## config.mk

```make
export PLATFORM = sky130hd
export DESIGN_NAME = scratch_pad_ram
export DESIGN_NICKNAME = d
export VERILOG_FILES = /design/src/hdl/scratch_pad_ram.sv
export SDC_FILE = /design/constraint.sdc
export NUM_CORES = 1
export LEC_CHECK = 0
export BUFFER_PORTS_ARGS = -buffer_cell sky130_fd_sc_hd__buf_2
export CAP_MARGIN = 20
export CORE_AREA = 2 2 249 251
export CTS_CLUSTER_DIAMETER = 100
export DETAILED_ROUTE_END_ITERATION = 10
export DIE_AREA = 0 0 251 253
export HOLD_SLACK_MARGIN = 0.05
export PLACE_DENSITY = 0.44
export SETUP_SLACK_MARGIN = 0.5
export SLEW_MARGIN = 15
export SYNTH_ARGS = -nofsm -noshare
export SYNTH_HDL_FRONTEND = slang
export SYNTH_SLANG_ARGS = --single-unit
```

## constraint.sdc

```tcl
create_clock -name clk -period 5.24 [get_ports clk]
set_clock_uncertainty 0.1 [all_clocks]
set_input_delay 0.524 -clock clk [delete_from_list [all_inputs] [get_ports clk]]
set_output_delay 0.524 -clock clk [all_outputs]
set_load 0.05 [all_outputs]
```

## src/hdl/scratch_pad_ram.sv

```systemverilog
`timescale 1ns/1ps
// Scratch-pad memory with one registered read port; read data lags the address by one cycle.
module scratch_pad_ram #(
  parameter int DEPTH = 64,
  parameter int W = 8
) (
  input wire logic clk,
  input wire logic we,
  input wire logic [$clog2(DEPTH)-1:0] addr,
  input wire logic [W-1:0] wdata,
  output logic [W-1:0] rdata
);
  logic [W-1:0] mem [DEPTH];

  // Contents are not reset; the self test writes every word before reading it.
  always_ff @(posedge clk) begin
    if (we) begin
      mem[addr] <= wdata;
    end
    rdata <= mem[addr];
  end
endmodule : scratch_pad_ram

```

### After elaboration in Yosys (flattened, before gate mapping)

Memory sizes are Yosys's and may differ from the RTL's. A register that Yosys moved wholly into a read port is not among the register bits.
Cells that the tools add are included.

* register bits: 0
* RAM bits: 512
* output and inout port bits: 8
* memories: 1

Memory list
* mem: depth 64, bits a word 8, read ports 1, clocked after memory_dff 1, write ports 1, line 13 `logic [W-1:0] mem [DEPTH];`

* mux-type cells: 2

Operator list (number)
* 1-bit 2-to-1 mux: 2

### Longest topological paths before layout

Gate-level depths: netlist of run 1.

* word-level depth: 2
* mapped depth: 10

### Worst setup path before layout of run 1

Ideal clock, no wire load.

* path kind: input to register
* from: in addr[1]
* to: mem mem[13][0] (enable)
* setup time: 0.370 ns
* arrival: 2.252 ns
* required time: 4.770 ns
* slack: 2.517 ns
* stages on the path: 7
* path buffers: 4
* cells stage by stage: buf_6 > buf_6 > nor2b_1 > clkbuf_1 > clkbuf_1 > nand3_1 > nor2_1

RTL lines
* from (decl): line 9 `input wire logic [$clog2(DEPTH)-1:0] addr,`
* to (decl): line 13

Straight into the memory's write port.

==> metrics.txt, run 1 <==
# TYPE chip_impl_metric gauge
chip_impl_info{name="synth_cell_count_leaders",value="512 x sky130_fd_sc_hd__edfxtp_1, 82 x sky130_fd_sc_hd__nor2_1, 63 x sky130_fd_sc_hd__mux2i_1, 45 x sky130_fd_sc_hd__nand2_1, 41 x sky130_fd_sc_hd__mux4_2"} 1
chip_impl_metric{name="maxSlewViolCount",unit=""} 0
chip_impl_metric{name="route.detailed.vias_per_inst",unit=""} 5.455
chip_impl_metric{name="arrival",unit="ns"} 3.53
chip_impl_metric{name="cellLeakagePower",unit="nW"} 7.465
chip_impl_metric{name="global_route.usage.met2",unit=""} 0.3018
chip_impl_metric{name="cts-hold-fix-buffers",unit=""} 0
chip_impl_metric{name="floorplan.die.height",unit="µm"} 253
chip_impl_metric{name="cts-buffers-inserted",unit=""} 56
chip_impl_metric{name="final-setup-viol-count",unit=""} 0
chip_impl_metric{name="overall_fraction_of_global_route_tracks_in_use",unit=""} 0.1888
chip_impl_metric{name="dieArea",unit="µm²"} 63500
chip_impl_info{name="worstSetupStartpoint",value="addr[1]"} 1
chip_impl_metric{name="tightest_slew",unit="ns"} 1.057
chip_impl_metric{name="relSlewSlack",unit=""} 0.2928
chip_impl_metric{name="internal_reg_to_reg_setup_slack",unit="ns"} 2.87
chip_impl_metric{name="n_fill_cell",unit=""} 5679
chip_impl_metric{name="ys_ff_latch",unit=""} 520
chip_impl_metric{name="post-route-drc-count",unit=""} 0
chip_impl_metric{name="ys_seq_area_frac",unit=""} 0.7597
chip_impl_metric{name="total_vias_in_the_final_route",unit=""} 11270
chip_impl_metric{name="antenna_violations_before_repair",unit=""} 1
chip_impl_metric{name="setup_total_negative_slack",unit="ns"} 0
chip_impl_info{name="hold_path.startpoint",value="wdata[7]"} 1
chip_impl_metric{name="synthesis.nets",unit=""} 1187
chip_impl_metric{name="grt_pass1_wl",unit="µm"} 85460
chip_impl_info{name="synthTopCellsByArea",value="sky130_fd_sc_hd__edfxtp_1 75%, sky130_fd_sc_hd__mux4_2 4.5%, sky130_fd_sc_hd__mux2i_1 3.1%"} 1
chip_impl_info{name="gr_busiest_metal",value="met2"} 1
chip_impl_metric{name="final_period_minus_worst_setup_slack",unit="ns"} 3.235
chip_impl_metric{name="cts.repair.resized",unit=""} 0
chip_impl_metric{name="ys_warn_count",unit=""} 0
chip_impl_metric{name="floorplan.io_pins",unit=""} 24
chip_impl_metric{name="synth_edf_count",unit=""} 512
chip_impl_info{name="crit_path_capture_type",value="flop"} 1
chip_impl_metric{name="fin_crit_sh",unit=""} 0.6173
chip_impl_metric{name="netlist.area_leader.share",unit=""} 0.7518
chip_impl_metric{name="rows",unit=""} 91
chip_impl_info{name="yosysMostFrequentCell",value="sky130_fd_sc_hd__edfxtp_1"} 1
chip_impl_metric{name="finalHoldViolCount",unit=""} 0
chip_impl_metric{name="globalRoute.totalOverflow",unit=""} 0
chip_impl_metric{name="drt-wirelength-per-cell",unit="µm"} 28.93
chip_impl_metric{name="post-dp-hpwl",unit="µm"} 36690
chip_impl_info{name="synthFlopType",value="sky130_fd_sc_hd__edfxtp_1"} 1
chip_impl_metric{name="cp_data_required_time",unit="ns"} 5.53
chip_impl_metric{name="worst_vdd_rail_ir_drop",unit="V"} 0.0002793
chip_impl_metric{name="number_of_nets_at_the_end_of_the_flow",unit=""} 1245
chip_impl_metric{name="final.hold.worst_slack",unit="ns"} 0.1851
chip_impl_metric{name="path_clk_slew",unit="ns"} 0.06
chip_impl_info{name="grt_setup_unrepaired",value="no"} 1
chip_impl_metric{name="grt_start_max_net_pins",unit=""} 81
chip_impl_metric{name="power_per_cell_area",unit="nW/µm²"} 382.2
chip_impl_metric{name="postRouteAntennaNets",unit=""} 0
chip_impl_info{name="run_status",value="finished, final reports clean"} 1
chip_impl_info{name="path_class",value="in -> reg"} 1
chip_impl_metric{name="htree_num_levels",unit=""} 2
chip_impl_metric{name="fin_util",unit=""} 0.3833
chip_impl_metric{name="worst_skew_pair.late_latency",unit="ns"} 0.61
chip_impl_metric{name="chip_width",unit="µm"} 251
chip_impl_metric{name="clock_sink_count",unit=""} 520
chip_impl_metric{name="antennaDiodeCount",unit=""} 0
chip_impl_info{name="reg_to_reg_startpoint",value="mem[2][3]"} 1
chip_impl_metric{name="drive_gt1_frac",unit=""} 0.1701
chip_impl_metric{name="gp_congestion",unit=""} 0.7989
chip_impl_metric{name="detail_route.first_pass.iterations",unit=""} 5
chip_impl_metric{name="drv.max_cap_violation_count",unit=""} 0
chip_impl_info{name="worstHoldPathType",value="in -> reg"} 1
chip_impl_metric{name="grt.met3_usage",unit=""} 0.03094
chip_impl_metric{name="clock_path_buffers",unit=""} 3
chip_impl_metric{name="postCtsSetupRepairBufs",unit=""} 0
chip_impl_info{name="clock_tree.root_cell",value="sky130_fd_sc_hd__clkbuf_16"} 1
chip_impl_metric{name="fmax",unit="GHz"} 0.3091
chip_impl_metric{name="cell_count_after_synthesis",unit=""} 1171
chip_impl_metric{name="area.growth.synth_to_final",unit="%"} 14.38
chip_impl_info{name="cts_tree",value="built"} 1
chip_impl_metric{name="port-buffer-count",unit=""} 23
chip_impl_metric{name="synth_area_per_cell",unit="µm²"} 17.46
chip_impl_info{name="yosys.area.top_type",value="sky130_fd_sc_hd__edfxtp_1"} 1
chip_impl_metric{name="design.core.area",unit="µm²"} 61030
chip_impl_metric{name="wirelength",unit="µm"} 59770
chip_impl_info{name="startpoint_type",value="primary input"} 1
chip_impl_metric{name="first_global_vias",unit=""} 11450
chip_impl_metric{name="async_flop_share",unit=""} 0
chip_impl_metric{name="critical_path.max_fanout",unit=""} 77
chip_impl_metric{name="mappedNetlistArea",unit="µm²"} 20450
chip_impl_metric{name="gr-usage-met1",unit=""} 0.2646
chip_impl_metric{name="synth.lib_cells_used.distinct",unit=""} 56
chip_impl_metric{name="drt_iter0_drc",unit=""} 870
chip_impl_metric{name="initial_core_util",unit=""} 0.3351
-- flip-flops by register name (all words and copies together), names as in the netlist --
name,count
rdata,8
mem,512
-- layout by cell type (no fill, tap or decap), types with 22 or more instances in the layout --
cell type | Yosys | routed
sky130_fd_sc_hd__edfxtp_1 | 512 | 512
sky130_fd_sc_hd__nor2_1 | 82 | 80
sky130_fd_sc_hd__mux2i_1 | 63 | 63
sky130_fd_sc_hd__buf_4 | 4 | 59
sky130_fd_sc_hd__clkbuf_16 | 0 | 57
sky130_fd_sc_hd__nand2_1 | 45 | 45
sky130_fd_sc_hd__mux4_2 | 41 | 41
sky130_fd_sc_hd__a22oi_1 | 40 | 40
sky130_fd_sc_hd__a21oi_1 | 28 | 28
sky130_fd_sc_hd__nand2b_1 | 24 | 24
sky130_fd_sc_hd__o22ai_1 | 22 | 22
-- cells by family (layout without fill, tap and decap cells) --
group / Yosys count / after routing / synth area share
buffers and inverters: 84 / 189 / 0.01982
AOI/OAI and AO/OA: 222 / 222 / 0.08076
muxes: 116 / 116 / 0.08260
DFF: 520 / 520 / 0.7597
and+or+nand+nor: 229 / 229 / 0.05715
-- critical path, cell delays in order --
cell and delay, ns:
sky130_fd_sc_hd__buf_4 0.54, sky130_fd_sc_hd__buf_12 0.48, sky130_fd_sc_hd__nor2b_1 0.12, sky130_fd_sc_hd__buf_4 0.22, sky130_fd_sc_hd__a221oi_1 0.34, sky130_fd_sc_hd__o32ai_1 0.17, sky130_fd_sc_hd__nor4_1 0.73, sky130_fd_sc_hd__nand4_1 0.34
-- area by class of cell --
| class | instances | area [µm²] | area share |
|---|---|---|---|
| timing repair buffer | 81 | 589.3 | 0.02520 |
| clock buffer | 74 | 1520 | 0.06499 |
| inverter | 3 | 11.26 | 0.0004814 |
| tap | 790 | 988.4 | 0.04226 |
| clock inverter | 31 | 229.0 | 0.009789 |
| multi-input combinational | 567 | 4517 | 0.1931 |
| sequential | 520 | 15530 | 0.6642 |
-- per-stage QoR --
stage | cell area (µm²) | power (W) | std cells | setup slack (ns)
2_1_floorplan | 20450 | 0.004985 | 1171 | 2.517
3_3_place_gp | 21640 | 0.005238 | 1961 | 1.476
6_report | 23390 | 0.008940 | 2066 | 2.005
4_1_cts | 23390 | 0.009025 | 2066 | 2.143
5_1_grt | 23390 | 0.009201 | 2066 | 2.005
3_5_place_dp | 21640 | 0.005240 | 1961 | 1.495
-- per-layer routing --
| layer | vias up | part of all wire |
|---|---|---|
| met3 | 86 | 0.052 |
| met1 | 5961 | 0.45 |
| li1 | 4874 | - |
| met2 | 349 | 0.47 |
| met5 | - | 0 |
| met4 | 0 | 0.027 |
-- report_power, final --
part	switching, W	internal [W]
Combinational	0.000373	0.000149
Sequential	0.0000163	0.00461
Clock	0.00162	0.00218
Total	0.00200	0.00694
-- worst paths after layout --
check                to  cells past startpoint
max            rdata[4]                      8
min          mem[17][7]                      1
max reg2reg    rdata[3]                      5
min reg2reg    rdata[0]                      3
(Power assumes the default switching activity.)
==> run 2: changes to the inputs <==
ABC_AREA = 1   (was default)
CORE_AREA = 2 2 258 260   (was 2 2 249 251)
DIE_AREA = 0 0 260 262   (was 0 0 251 253)
clock period = 3.2 ns   (was 5.24 ns; I/O delays follow)
==> run 2 against run 1 <==
Against the previous run:
- first-iteration DRC count is 20% higher
- area after synthesis is 7.8% higher
- final cell count is 53% higher
- sequential cell count stayed put
- sequential power is 64% higher
- via count is 30% higher
- largest power group unchanged
==> metrics.txt, run 2 <==
# TYPE chip_impl_metric gauge
chip_impl_metric{name="clock_sink_count",unit=""} 520
chip_impl_metric{name="initial_core_util",unit=""} 0.3377
chip_impl_info{name="cts_tree",value="built"} 1
chip_impl_metric{name="critical-path-max-stage-delay",unit="ns"} 0.59
chip_impl_metric{name="cp.depth",unit=""} 5
chip_impl_metric{name="globalRoute.totalOverflow",unit=""} 0
chip_impl_info{name="path_cells",value="buf_4 > buf_4 > nand4_1 > buf_4 > nor2_1"} 1
chip_impl_metric{name="path_clk_slew",unit="ns"} 0.06
chip_impl_metric{name="crit_buf_inv",unit=""} 3
chip_impl_info{name="biggestRegsByFlops",value="mem x512, rdata x8"} 1
chip_impl_metric{name="cellLeakagePower",unit="nW"} 10.61
chip_impl_metric{name="drive_gt1_frac",unit=""} 0.1015
chip_impl_info{name="grt_setup_unrepaired",value="no"} 1
chip_impl_metric{name="antenna_violations_before_repair",unit=""} 2
chip_impl_metric{name="postRouteAntennaNets",unit=""} 0
chip_impl_metric{name="overall_fraction_of_global_route_tracks_in_use",unit=""} 0.1836
chip_impl_metric{name="cts.repair.resized",unit=""} 0
chip_impl_info{name="worstSetupStartpoint",value="addr[1]"} 1
chip_impl_metric{name="grt_start_max_net_pins",unit=""} 169
chip_impl_metric{name="floorplan.die.height",unit="µm"} 262
chip_impl_metric{name="final-setup-viol-count",unit=""} 0
chip_impl_metric{name="clock_path_buffers",unit=""} 3
chip_impl_info{name="startpoint_type",value="primary input"} 1
chip_impl_metric{name="mappedNetlistArea",unit="µm²"} 22040
chip_impl_metric{name="synth.lib_cells_used.distinct",unit=""} 22
chip_impl_metric{name="maxSlewViolCount",unit=""} 0
chip_impl_info{name="synthTopCellsByArea",value="sky130_fd_sc_hd__edfxtp_1 70%, sky130_fd_sc_hd__nand2_1 24%, sky130_fd_sc_hd__nor2_1 1.5%"} 1
chip_impl_metric{name="synthesis.nets",unit=""} 2183
chip_impl_metric{name="ys_seq_area_frac",unit=""} 0.7047
chip_impl_info{name="clock_tree.root_cell",value="sky130_fd_sc_hd__clkbuf_16"} 1
chip_impl_metric{name="first_global_vias",unit=""} 14380
chip_impl_info{name="worstHoldPathType",value="in -> reg"} 1
chip_impl_info{name="path_delay_family",value="buffers and inverters"} 1
chip_impl_metric{name="port-buffer-count",unit=""} 23
chip_impl_metric{name="wirelength",unit="µm"} 61870
chip_impl_metric{name="finalHoldViolCount",unit=""} 0
chip_impl_metric{name="post-route-drc-count",unit=""} 0
chip_impl_info{name="yosysMostFrequentCell",value="sky130_fd_sc_hd__nand2_1"} 1
chip_impl_metric{name="dieArea",unit="µm²"} 68120
chip_impl_info{name="final_cell_mix",value="1384 x sky130_fd_sc_hd__nand2_1, 512 x sky130_fd_sc_hd__edfxtp_1, 98 x sky130_fd_sc_hd__buf_4, 87 x sky130_fd_sc_hd__nor2_1, 61 x sky130_fd_sc_hd__clkbuf_16"} 1
chip_impl_metric{name="power_per_cell_area",unit="nW/µm²"} 595.4
chip_impl_info{name="crit_path_capture_type",value="flop"} 1
chip_impl_info{name="reg_to_reg_startpoint",value="mem[19][0]"} 1
chip_impl_metric{name="ys_ff_latch",unit=""} 520
chip_impl_metric{name="n_fill_cell",unit=""} 6421
chip_impl_metric{name="cts-hold-fix-buffers",unit=""} 0
chip_impl_metric{name="whs_path_cells",unit=""} 1
chip_impl_metric{name="grt_pass1_wl",unit="µm"} 93200
chip_impl_metric{name="total_vias_in_the_final_route",unit=""} 14650
chip_impl_metric{name="fin_util",unit=""} 0.3907
chip_impl_metric{name="critical_path.max_fanout",unit=""} 36
chip_impl_metric{name="worst_skew_pair.late_latency",unit="ns"} 0.62
chip_impl_info{name="timing.critical_path.mode_cell",value="sky130_fd_sc_hd__buf_4"} 1
chip_impl_metric{name="gp_congestion",unit=""} 0.7832
chip_impl_metric{name="post-dp-hpwl",unit="µm"} 37440
chip_impl_metric{name="worst_vdd_rail_ir_drop",unit="V"} 0.0003621
chip_impl_metric{name="drv.max_cap_violation_count",unit=""} 0
chip_impl_metric{name="relSlewSlack",unit=""} 0.3566
chip_impl_info{name="max_flop_register",value="mem"} 1
chip_impl_info{name="synthFlopType",value="sky130_fd_sc_hd__edfxtp_1"} 1
chip_impl_info{name="cpMaxStageDelayCell",value="sky130_fd_sc_hd__nor2_1"} 1
chip_impl_metric{name="fin_crit_sh",unit=""} 0.5617
chip_impl_metric{name="floorplan.io_pins",unit=""} 24
chip_impl_metric{name="rows",unit=""} 94
chip_impl_metric{name="arrival",unit="ns"} 1.93
chip_impl_metric{name="route.detailed.vias_per_inst",unit=""} 4.620
chip_impl_metric{name="number_of_nets_at_the_end_of_the_flow",unit=""} 2272
chip_impl_metric{name="drt_iter0_drc",unit=""} 1043
chip_impl_metric{name="r2r.worst_path.cells",unit=""} 10
chip_impl_info{name="r2r-end",value="rdata[0]"} 1
chip_impl_metric{name="number_of_flip_flops_under_the_largest_register_name",unit=""} 512
chip_impl_info{name="path_class",value="in -> reg"} 1
chip_impl_metric{name="internal_reg_to_reg_setup_slack",unit="ns"} 1.60
chip_impl_info{name="synth_cell_count_leaders",value="1384 x sky130_fd_sc_hd__nand2_1, 512 x sky130_fd_sc_hd__edfxtp_1, 87 x sky130_fd_sc_hd__nor2_1, 52 x sky130_fd_sc_hd__buf_2, 25 x sky130_fd_sc_hd__inv_1"} 1
chip_impl_metric{name="setup_total_negative_slack",unit="ns"} 0
chip_impl_metric{name="htree_num_levels",unit=""} 2
chip_impl_metric{name="postCtsSetupRepairBufs",unit=""} 0
chip_impl_metric{name="final_period_minus_worst_setup_slack",unit="ns"} 1.797
chip_impl_metric{name="total_power",unit="W"} 0.01518
chip_impl_info{name="yosys.area.top_type",value="sky130_fd_sc_hd__edfxtp_1"} 1
chip_impl_metric{name="fmax",unit="GHz"} 0.5564
chip_impl_metric{name="drt-wirelength-per-cell",unit="µm"} 19.51
chip_impl_metric{name="synth_area_per_cell",unit="µm²"} 10.17
chip_impl_info{name="final_common_cell",value="sky130_fd_sc_hd__nand2_1"} 1
chip_impl_metric{name="cp_data_required_time",unit="ns"} 3.34
chip_impl_metric{name="async_flop_share",unit=""} 0
chip_impl_metric{name="design.core.area",unit="µm²"} 65280
chip_impl_metric{name="ys_warn_count",unit=""} 0
chip_impl_metric{name="area.growth.synth_to_final",unit="%"} 15.68
chip_impl_metric{name="synth_edf_count",unit=""} 512
chip_impl_metric{name="chip_width",unit="µm"} 260
chip_impl_metric{name="cts-buffers-inserted",unit=""} 58
chip_impl_info{name="cp-endpoint",value="mem[6][6]"} 1
chip_impl_metric{name="detail_route.first_pass.iterations",unit=""} 5
chip_impl_metric{name="netlist.area_leader.share",unit=""} 0.6974
chip_impl_metric{name="cell_count_after_synthesis",unit=""} 2167
chip_impl_metric{name="tightest_slew",unit="ns"} 0.9651
chip_impl_info{name="run_status",value="finished, final reports clean"} 1
-- run 2: cell types whose count changed in the layout (fill, tap and decap cells not counted), sizes merged, moves of 24 or more --
cell,before,now
a22oi,40,0
mux4,41,0
a21oi,28,0
mux2i,63,0
buf,81,129
nand2b,24,0
nand2,45,1384
inv,6,30
-- run 2: routing by layer --
layer | track usage | share of wire | vias to the layer above
li1 | - | - | 7192
met1 | 0.2664 | 0.48 | 7095
met2 | 0.2872 | 0.45 | 273
met3 | 0.02922 | 0.045 | 88
met4 | 0.04693 | 0.022 | 2
met5 | 0 | 0.00031 | -
-- run 2: logic make-up after synthesis --
family,synth area share
simple gates,0.2605
flops,0.7047
buf+inv,0.03156
compound gates,0.003292
-- run 2: layout make-up --
type	instances	area [µm²]	share of cell area
clock buffers	84	1663	0.06520
flip-flops and latches	520	15530	0.6092
multi-input cells	1516	5814	0.2280
repair buffers	130	1055	0.04136
well taps	864	1081	0.04239
inverters	30	122.6	0.004808
diodes	1	2.502	0.00009813
clock inverters	26	229.0	0.008979
-- run 2: where the power goes --
group	internal, W	switching (W)	leakage, nW
Sequential	0.00754	0.0000261	4.67
Clock	0.00391	0.00273	0.934
Combinational	0.000235	0.000743	5.00
Total	0.0117	0.00350	10.6
-- run 2: worst min-delay path by stage --
stage / from / endpoint / slack, ns
2_1_floorplan: wdata[0] / mem[0][0] / 0.32
6_report: wdata[1] / mem[36][1] / 0.14
4_1_cts: wdata[1] / mem[37][1] / 0.10
3_3_place_gp: mem[47][6] / rdata[6] / 0.62
5_1_grt: wdata[1] / mem[36][1] / 0.12
3_5_place_dp: mem[34][6] / rdata[6] / 0.61
-- run 2: worst register-to-register path, stage by stage (launching register included) --
cell                       delay [ns]
sky130_fd_sc_hd__edfxtp_1        0.35
sky130_fd_sc_hd__nand2_1         0.08
sky130_fd_sc_hd__nand2_1         0.06
sky130_fd_sc_hd__nand2_1         0.05
sky130_fd_sc_hd__nand2_1         0.07
sky130_fd_sc_hd__nand2_1         0.10
sky130_fd_sc_hd__nand2_1         0.15
sky130_fd_sc_hd__nand2_1         0.10
sky130_fd_sc_hd__nand2_1         0.05
sky130_fd_sc_hd__nor2_1          0.23
sky130_fd_sc_hd__nand2_1         0.13
-- run 2: stage by stage --
| stage | hold WS [ns] | instance area [µm²] | setup slack, ns | cells |
|---|---|---|---|---|
| final | 0.1385 | 25500 | 1.403 | 3171 |
| after global routing | 0.1216 | 25500 | 1.283 | 3170 |
| after CTS | 0.1049 | 25500 | 1.428 | 3170 |
| after detailed placement | 0.6114 | 23610 | 0.7858 | 3060 |
| after global placement | 0.6231 | 23610 | 0.7798 | 3060 |
| after floorplan | 0.3189 | 22040 | 0.8114 | 2167 |
